File: config.mk
export PLATFORM = sky130hd
export DESIGN_NAME = clip_dot_datapath
export DESIGN_NICKNAME = d
export VERILOG_FILES = /design/src/core/clip_dot_pkg.sv /design/src/core/dot_stage_if.sv /design/src/core/dot_product_unit.sv /design/src/core/clip_dot_datapath.sv
export VERILOG_INCLUDE_DIRS = /design/src /design/src/core
export SDC_FILE = /design/constraint.sdc
export NUM_CORES = 2
export LEC_CHECK = 0
export BUFFER_PORTS_ARGS = -buffer_cell sky130_fd_sc_hd__buf_2
export CAP_MARGIN = 20
export CELL_PAD_IN_SITES_DETAIL_PLACEMENT = 0
export CELL_PAD_IN_SITES_GLOBAL_PLACEMENT = 2
export CORE_MARGIN = 2
export CORE_UTILIZATION = 41
export DETAILED_ROUTE_END_ITERATION = 8
export GPL_TIMING_DRIVEN = 0
export PLACE_DENSITY_LB_ADDON = 0.1
export RECOVER_POWER = 50
export SLEW_MARGIN = 5
export SYNTH_ARGS = -nofsm -noshare
export SYNTH_HDL_FRONTEND = slang
export SYNTH_SLANG_ARGS = --single-unit
File: constraint.sdc
create_clock -name clk -period 11.8 [get_ports clk]
set_clock_uncertainty 0.05 [all_clocks]
set_input_delay 0.59 -clock clk [delete_from_list [all_inputs] [get_ports clk]]
set_output_delay 0.59 -clock clk [all_outputs]
set_load 0.02 [all_outputs]
File: src/core/clip_dot_params.svh
// Purpose: timing counts and operation codes for the clip, compare and dot-product datapath
// Assumes: included by bare name
// Notes: latencies are in processor clock cycles
`ifndef CLIP_DOT_PARAMS_SVH
`define CLIP_DOT_PARAMS_SVH
`define OPC_CLIP_SIGNED 7'd75
`define OPC_CLIP_UNSIGNED 7'd76
`define OPC_EQ_REG 7'd37
`define OPC_EQ_IMM 7'd38
`define OPC_HALFWORD_DOT 7'd94
`define OPC_BYTE_DOT 7'd90
`define LAT_ALU 1
`define LAT_DSPALU 2
`define LAT_DSPMUL 3
`define IMM_WIDTH 7
`define SAT_MAX 32'hFFFFFFFF
`endif

File: src/core/clip_dot_pkg.sv
// Purpose: types for the clip, compare and dot-product datapath
// Assumes: nothing
// Notes: operation codes live in clip_dot_params.svh
package clip_dot_pkg;
   typedef logic [31:0] word_t;
   typedef logic [6:0] opcode_t;
   typedef enum logic [1:0] {unit_alu, unit_dspalu, unit_dspmul} unit_e;
endpackage

File: src/core/dot_stage_if.sv
// Purpose: carries one issue stage between the top and the product unit
// Assumes: single clock
// Notes: products are returned unreduced so the top owns saturation
`timescale 1ns/10ps
`default_nettype none
interface dot_stage_if;
   logic [31:0] src_one;
   logic [31:0] src_two;
   logic [32:0] halfword_sum;
   logic [17:0] byte_sum;
   modport top (output src_one, output src_two, input halfword_sum, input byte_sum);
   modport unit (input src_one, input src_two, output halfword_sum, output byte_sum);
endinterface
`default_nettype wire

File: src/core/dot_product_unit.sv
// Purpose: exact halfword and byte product sums
// Assumes: operands unsigned
// Notes: combinational; the top pipelines the result
`timescale 1ns/10ps
`default_nettype none
module dot_product_unit (
   dot_stage_if.unit st
);
   logic [15:0] byte_prod [4];
   genvar g;
   generate
      for (g = 0; g < 4; g++) begin : g_byte
         assign byte_prod[g] = st.src_one[8*g +: 8] * st.src_two[8*g +: 8];
      end
   endgenerate
   logic [31:0] hi_prod;
   logic [31:0] lo_prod;
   assign hi_prod = st.src_one[31:16] * st.src_two[31:16];
   assign lo_prod = st.src_one[15:0] * st.src_two[15:0];
   // Full-width sums: 33 bits for halfwords, 18 bits never overflow for bytes
   assign st.halfword_sum = {1'b0, hi_prod} + {1'b0, lo_prod};
   assign st.byte_sum = {2'b00, byte_prod[0]} + {2'b00, byte_prod[1]}
      + {2'b00, byte_prod[2]} + {2'b00, byte_prod[3]};
endmodule
`default_nettype wire

File: src/core/clip_dot_datapath.sv
// Purpose: guarded execution of clip, equality compare and dot-product operations
// Assumes: issue logic presents one operation per cycle with its opcode and operands
// Notes: results leave on wb_valid after the fixed latency of the operation's unit
// Notes on behaviour
// - Signed clip: min(max(source one,0),source two), two-cycle latency.
// - Unsigned clip: source two if source one larger, else source one; two cycles.
// - Register compare: one if bit-identical, else zero; one-cycle latency.
// - Immediate compare against seven-bit unsigned modifier; one-cycle latency.
// - Halfword dot product: upper and lower unsigned products summed; three cycles.
// - Halfword sum kept exact then saturated to all ones.
// - Byte dot product: four unsigned byte products summed; three cycles.
// - Byte dot product exact, no truncation or saturation.
// - Guard bit zero suppresses the destination write for every operation.
`timescale 1ns/10ps
`default_nettype none
`include "clip_dot_params.svh"
module clip_dot_datapath #(
   parameter int DEST_WIDTH = 7
) (
   // Clock and reset
   input wire logic clk,
   input wire logic srst,
   // Issue
   input wire logic issue_valid,
   input wire logic [6:0] opcode,
   input wire logic [31:0] source_one,
   input wire logic [31:0] source_two,
   input wire logic [`IMM_WIDTH-1:0] modifier,
   input wire logic guard_present,
   input wire logic [31:0] guard_value,
   input wire logic [DEST_WIDTH-1:0] dest_index,
   // Writeback
   output logic wb_valid,
   output logic [DEST_WIDTH-1:0] wb_index,
   output logic [31:0] wb_data,
   // Decode status
   output logic illegal_op
);
   // ==========================================================
   // Decode
   clip_dot_pkg::unit_e unit_sel;
   logic op_known;
   logic guard_true;
   logic write_en;
   logic [1:0] lat;

   always_comb begin
      op_known = 1'b1;
      unit_sel = clip_dot_pkg::unit_alu;
      case (opcode)
         `OPC_EQ_REG: begin
            unit_sel = clip_dot_pkg::unit_alu;
         end
         `OPC_EQ_IMM: begin
            unit_sel = clip_dot_pkg::unit_alu;
         end
         `OPC_CLIP_SIGNED: begin
            unit_sel = clip_dot_pkg::unit_dspalu;
         end
         `OPC_CLIP_UNSIGNED: begin
            unit_sel = clip_dot_pkg::unit_dspalu;
         end
         `OPC_HALFWORD_DOT: begin
            unit_sel = clip_dot_pkg::unit_dspmul;
         end
         `OPC_BYTE_DOT: begin
            unit_sel = clip_dot_pkg::unit_dspmul;
         end
         default: begin
            op_known = 1'b0;
         end
      endcase
   end

   // Latency follows the unit, so a new opcode only needs its unit
   always_comb begin
      case (unit_sel)
         clip_dot_pkg::unit_alu: begin
            lat = 2'(`LAT_ALU);
         end
         clip_dot_pkg::unit_dspalu: begin
            lat = 2'(`LAT_DSPALU);
         end
         clip_dot_pkg::unit_dspmul: begin
            lat = 2'(`LAT_DSPMUL);
         end
         default: begin
            lat = 2'(`LAT_ALU);
         end
      endcase
   end

   // A missing guard reads as true; a present one acts on bit 0 only
   assign guard_true = !guard_present || guard_value[0];
   assign write_en = issue_valid && op_known && guard_true;

   // ==========================================================
   // One- and two-cycle results
   logic [31:0] alu_res;
   logic signed [31:0] s_one;
   logic [31:0] clip_lo;
   logic [31:0] imm_ext;
   logic eq_reg;
   logic eq_imm;

   // Zero-extended, so a source above 127 can never match
   assign imm_ext = {25'h0000000, modifier};
   assign eq_reg = (source_one == source_two);
   assign eq_imm = (source_one == imm_ext);
   assign s_one = source_one;
   // Negative source clamps to zero before the upper bound applies
   assign clip_lo = (s_one < 0) ? 32'h00000000 : source_one;

   always_comb begin
      case (opcode)
         `OPC_EQ_REG: begin
            alu_res = {31'h00000000, eq_reg};
         end
         `OPC_EQ_IMM: begin
            alu_res = {31'h00000000, eq_imm};
         end
         `OPC_CLIP_SIGNED: begin
            // Upper bound stays unsigned even with bit 31 of source two set
            alu_res = (clip_lo > source_two) ? source_two : clip_lo;
         end
         `OPC_CLIP_UNSIGNED: begin
            alu_res = (source_one > source_two) ? source_two : source_one;
         end
         default: begin
            alu_res = 32'h00000000;
         end
      endcase
   end

   // ==========================================================
   // Product unit
   dot_stage_if st ();
   logic hw_over;
   logic [31:0] hw_res;
   logic [31:0] byte_res;
   logic [31:0] dot_res;

   assign st.src_one = source_one;
   assign st.src_two = source_two;

   dot_product_unit u_dot (
      .st(st)
   );

   // Saturate only the final exact sum; a carry out means it passed all ones
   assign hw_over = st.halfword_sum[32];
   assign hw_res = hw_over ? `SAT_MAX : st.halfword_sum[31:0];
   // Eighteen bits always hold four byte products, so no clip is needed
   assign byte_res = {14'h0000, st.byte_sum};

   always_comb begin
      case (opcode)
         `OPC_HALFWORD_DOT: begin
            dot_res = hw_res;
         end
         `OPC_BYTE_DOT: begin
            dot_res = byte_res;
         end
         default: begin
            dot_res = byte_res;
         end
      endcase
   end

   // ==========================================================
   // Latency slots
   // Slot k reaches the writeback register k+1 edges after it is loaded.
   // Ops with different latencies issued back to back could collide;
   // the issue logic schedules writeback ports so that never happens.
   localparam int SLOTS = 3;
   logic [SLOTS-1:0] v_q;
   logic [SLOTS-1:0] v_d;
   logic [31:0] data_q [SLOTS];
   logic [31:0] data_d [SLOTS];
   logic [DEST_WIDTH-1:0] idx_q [SLOTS];
   logic [DEST_WIDTH-1:0] idx_d [SLOTS];
   logic [SLOTS-1:0] load;
   logic [1:0] slot_sel;
   logic [31:0] slot_data;
   logic delayed_wb;

   // Latency two lands in slot 0, latency three in slot 1
   assign delayed_wb = write_en && (lat != 2'(`LAT_ALU));
   assign slot_sel = lat - 2'd2;
   assign slot_data = (unit_sel == clip_dot_pkg::unit_dspmul) ? dot_res : alu_res;

   genvar k;
   generate
      for (k = 0; k < SLOTS; k++) begin : g_slot
         logic shift_v;
         logic [31:0] shift_data;
         logic [DEST_WIDTH-1:0] shift_idx;
         if (k < SLOTS - 1) begin : g_inner
            assign shift_v = v_q[k + 1];
            assign shift_data = data_q[k + 1];
            assign shift_idx = idx_q[k + 1];
         end else begin : g_last
            assign shift_v = 1'b0;
            assign shift_data = 32'h00000000;
            assign shift_idx = '0;
         end
         assign load[k] = delayed_wb && (slot_sel == 2'(k));
         // Reset empties every slot; the data words need no clear
         assign v_d[k] = srst ? 1'b0 : (load[k] || shift_v);
         assign data_d[k] = load[k] ? slot_data : shift_data;
         assign idx_d[k] = load[k] ? dest_index : shift_idx;
      end
   endgenerate

   always_ff @(posedge clk) begin
      v_q <= v_d;
      data_q <= data_d;
      idx_q <= idx_d;
   end

   // ==========================================================
   // Writeback
   logic direct_wb;
   logic wb_valid_d;
   logic [DEST_WIDTH-1:0] wb_index_d;
   logic [31:0] wb_data_d;

   // One-cycle ops bypass the slots and register straight into writeback
   assign direct_wb = write_en && (lat == 2'(`LAT_ALU));

   always_comb begin
      wb_valid_d = v_q[0];
      wb_index_d = idx_q[0];
      wb_data_d = data_q[0];
      if (direct_wb) begin
         wb_valid_d = 1'b1;
         wb_index_d = dest_index;
         wb_data_d = alu_res;
      end
      if (srst) begin
         wb_valid_d = 1'b0;
         wb_index_d = '0;
         wb_data_d = 32'h00000000;
      end
   end

   always_ff @(posedge clk) begin
      wb_valid <= wb_valid_d;
      wb_index <= wb_index_d;
      wb_data <= wb_data_d;
   end

   // ==========================================================
   // Decode status
   logic illegal_d;

   // Unknown opcodes write nothing but are flagged for one cycle
   always_comb begin
      illegal_d = issue_valid && !op_known;
      if (srst) begin
         illegal_d = 1'b0;
      end
   end

   always_ff @(posedge clk) begin
      illegal_op <= illegal_d;
   end
endmodule
`default_nettype wire

==> metrics.yaml <==
status:
  status: "finished clean"
layout:
  sequential_cell_area_um2: 3223
  area_added_between_synthesis_and_finish_pct: 8.064
  multi_input_area_um2: 25780
  final.fill_count: 7969
  drive_above_1_share_pct: 4.336
  final_net_count: 4947
logic_synthesis:
  netlist_top_cells_count: "864 x sky130_fd_sc_hd__inv_1, 615 x sky130_fd_sc_hd__fa_1, 424 x sky130_fd_sc_hd__nand2_1"
  yosys.area.top_type: "sky130_fd_sc_hd__fa_1"
  postSynth.asyncResetShare_pct: 0
  dominantRegCellSynth: "sky130_fd_sc_hd__dfxtp_1"
  sequential_element_share_of_the_synthesized_area_pct: 9.845
  postSynthRegisterBits: 161
  netlist-cell-type-count: 80
  synth-warning-count: 0
  synth_most_common_cell: "sky130_fd_sc_hd__inv_1"
  syn-instance-count: 3608
  synth.avg_cell_area_um2: 9.074
  yosys-top-cells-area: "sky130_fd_sc_hd__fa_1 38%, sky130_fd_sc_hd__ha_1 16%, sky130_fd_sc_hd__inv_1 9.9%"
  fraction_of_synthesized_cell_area_taken_by_the_top_area_cell_type_pct: 37.61
  post_synth_instance_area_um2: 32740
  synth_edf_count: 0
global_route:
  first_global_vias: 27680
  grt_pass1_wl_um: 195300
  gr-total-overflow: 0
  pin_count_of_the_biggest_net_entering_global_routing: 19
  globalRouteTotalUtil_pct: 33.66
  initial_antenna_violation_count: 13
critical_path:
  cpMaxStageDelayCell: "sky130_fd_sc_hd__clkbuf_1"
  worstSetupStartpointType: "primary input"
  setup.worst_path.end_class: "flip-flop"
  worst_path_max_fanout: 10
  worst_ep_arrival_time_ps: 11640
  largest_stage_delay_on_the_critical_path_ps: 650
  critical_path_class: "primary input to flip-flop"
  critical_path_required_ps: 12050
  timing.critical_path.mode_cell: "sky130_fd_sc_hd__fa_1"
routing:
  drt_wl_total_um: 135000
  drt_first_pass_iters: 5
  post_drt_wl_per_cell_um: 27.79
  vias: 25750
  drt_first_iter_violations: 1935
  drt.antenna.violating_nets: 0
  viasPerCell: 5.300
  drcViolationCount: 0
run:
  cap_violations: 0
cts:
  insertion_delay_ps: 440
  h-tree-depth: 4
  tritoncts_num_sinks: 161
  path_clk_slew_ps: 70
  clockBufferDepth: 2
  root_buffer: "sky130_fd_sc_hd__clkbuf_16"
  cts_made_buffers: 17
  cts_tree: "yes"
floorplanning:
  die_w_um: 286.6
  die_height_um: 286.6
  core_footprint_um2: 79000
  dieArea_um2: 82130
  total_number_of_placement_rows: 103
  ios: 162
  floorplan.initialDensity_pct: 41.44
placement:
  place_worst_setup_slack_ps: -379.3
  io_buffer_count: 129
  dp.final_hpwl_um: 118700
  place.gp.congestion: 1.014
timing:
  rsz0062_at_grt: "false"
  maxSlewHeadroom_pct: 20.42
  maxSlewViolCount: 0
  crit_share_post_route_pct: 96.53
  final_hold_viol_count: 0
  timing.final.ws_setup_ps: 409.5
  tightest_slew_ps: 1194
  period_minus_slack_ps: 11390
  fmax_ghz: 0.08779
  final-setup-viol-count: 0
min_path:
  min_path_type: "primary input to flip-flop"
flip-flops by register name, indices dropped and copies added (netlist names):
register / cells
wb_valid: 1
g_slot.shift_idx: 14
wb_data: 32
data_q: 32
v_q: 3
g_slot.shift_data: 64
illegal_op: 1
idx_q: 7
wb_index: 7
final cells by class:
cell class	instances	area share, %
antenna	3	0.02122
buffer	151	1.726
inverter	864	9.167
multi-input combinational	2467	72.88
clock inverter	14	0.4598
timing repair buffer	130	1.683
sequential	161	9.111
clock buffer	18	1.241
tap	1050	3.714
cell usage in the layout (no fill, tap or decap), types with 10 or more instances in the layout:
cell                        count
sky130_fd_sc_hd__o31ai_1       10
sky130_fd_sc_hd__nand2b_1      10
sky130_fd_sc_hd__o21a_1        13
sky130_fd_sc_hd__mux2_2        10
sky130_fd_sc_hd__xnor2_1       28
sky130_fd_sc_hd__clkbuf_1     180
sky130_fd_sc_hd__nor2b_1       38
sky130_fd_sc_hd__o21ai_1       30
sky130_fd_sc_hd__o211ai_1      11
sky130_fd_sc_hd__nand2_1      424
sky130_fd_sc_hd__ha_1         419
sky130_fd_sc_hd__dfxtp_1      161
sky130_fd_sc_hd__or3_1         14
sky130_fd_sc_hd__o21ai_0       48
sky130_fd_sc_hd__nor4_1        10
sky130_fd_sc_hd__and2_1       210
sky130_fd_sc_hd__a21o_1        13
sky130_fd_sc_hd__o22a_1        27
sky130_fd_sc_hd__a31oi_1       11
sky130_fd_sc_hd__nor2_1        88
sky130_fd_sc_hd__inv_1        864
sky130_fd_sc_hd__o221ai_1      26
sky130_fd_sc_hd__nand4_1       20
sky130_fd_sc_hd__buf_2         90
sky130_fd_sc_hd__nand3_1       18
sky130_fd_sc_hd__a21oi_1       90
sky130_fd_sc_hd__xor2_1        27
sky130_fd_sc_hd__o22ai_1       11
sky130_fd_sc_hd__mux2i_1       59
sky130_fd_sc_hd__a211oi_1      36
sky130_fd_sc_hd__nor3_1        12
sky130_fd_sc_hd__conb_1        40
sky130_fd_sc_hd__clkbuf_16     17
sky130_fd_sc_hd__fa_1         615
metrics by stage:
step                      cells  cell area (um2)  utilization [%]  setup TNS, ps  hold WS [ps]
after global placement     4826            34840            44.11          -1272         352.6
final                      4858            35380            44.78              0         312.2
after global routing       4855            35370            44.77              0         326.3
after floorplan            3647            32880                -              0         348.8
after detailed placement   4827            34850            44.12          -1199         359.9
after CTS                  4859            35460            44.88              0         295.1
final timing paths:
path | cells past startpoint | start | end | slack [ps]
min reg2reg | 2 | g_slot[1].shift_data[21] | g_slot[0].shift_data[21] | 380
max | 31 | source_one[2] | data_q[79] | 410
max reg2reg | 2 | data_q[64] | wb_data[0] | 10840
min | 3 | dest_index[4] | idx_q[18] | 310
kinds of logic (layout without fill, tap and decap cells):
| group | Yosys count | in the layout | share of synthesized area [%] |
|---|---|---|---|
| compound gates | 383 | 383 | 7.892 |
| mux | 69 | 69 | 2.148 |
| fa+ha+maj | 1034 | 1034 | 53.62 |
| simple gates | 886 | 886 | 13.16 |
| xor+xnor | 55 | 55 | 1.471 |
| other cells | 1 | 43 | 0.01145 |
| buf+inv | 1019 | 1177 | 11.85 |
| flops | 161 | 161 | 9.845 |
worst max-delay path: cells and delay by family:
family | cells | cell delay (ps)
xor gates and xnor gates | 2 | 840
buffers and inverters | 6 | 1540
and+or+nand+nor | 3 | 450
adders and majority gates | 11 | 5290
AOI/OAI and AO/OA | 9 | 2910
per-layer routing:
metal  wire [um]  vias to the layer above  share of wire [%]  GRT usage [%]
met1       56970                    13160                 42          44.06
li1            -                    11460                  -              -
met3        8409                      212                6.2          5.207
met4        7266                        6                5.4          15.09
met5          33                        -              0.024              0
met2       62310                      906                 46          55.06
repair_timing:
item | in CTS | in global routing
hold buffers | 0 | 0
resized for setup | 0 | 9
setup buffers | 0 | 0
endpoints found under the setup margin | 0 | 4
Power is not shown: default switching activity piles up to over one toggle a cycle in this logic, so the estimate is an artifact.
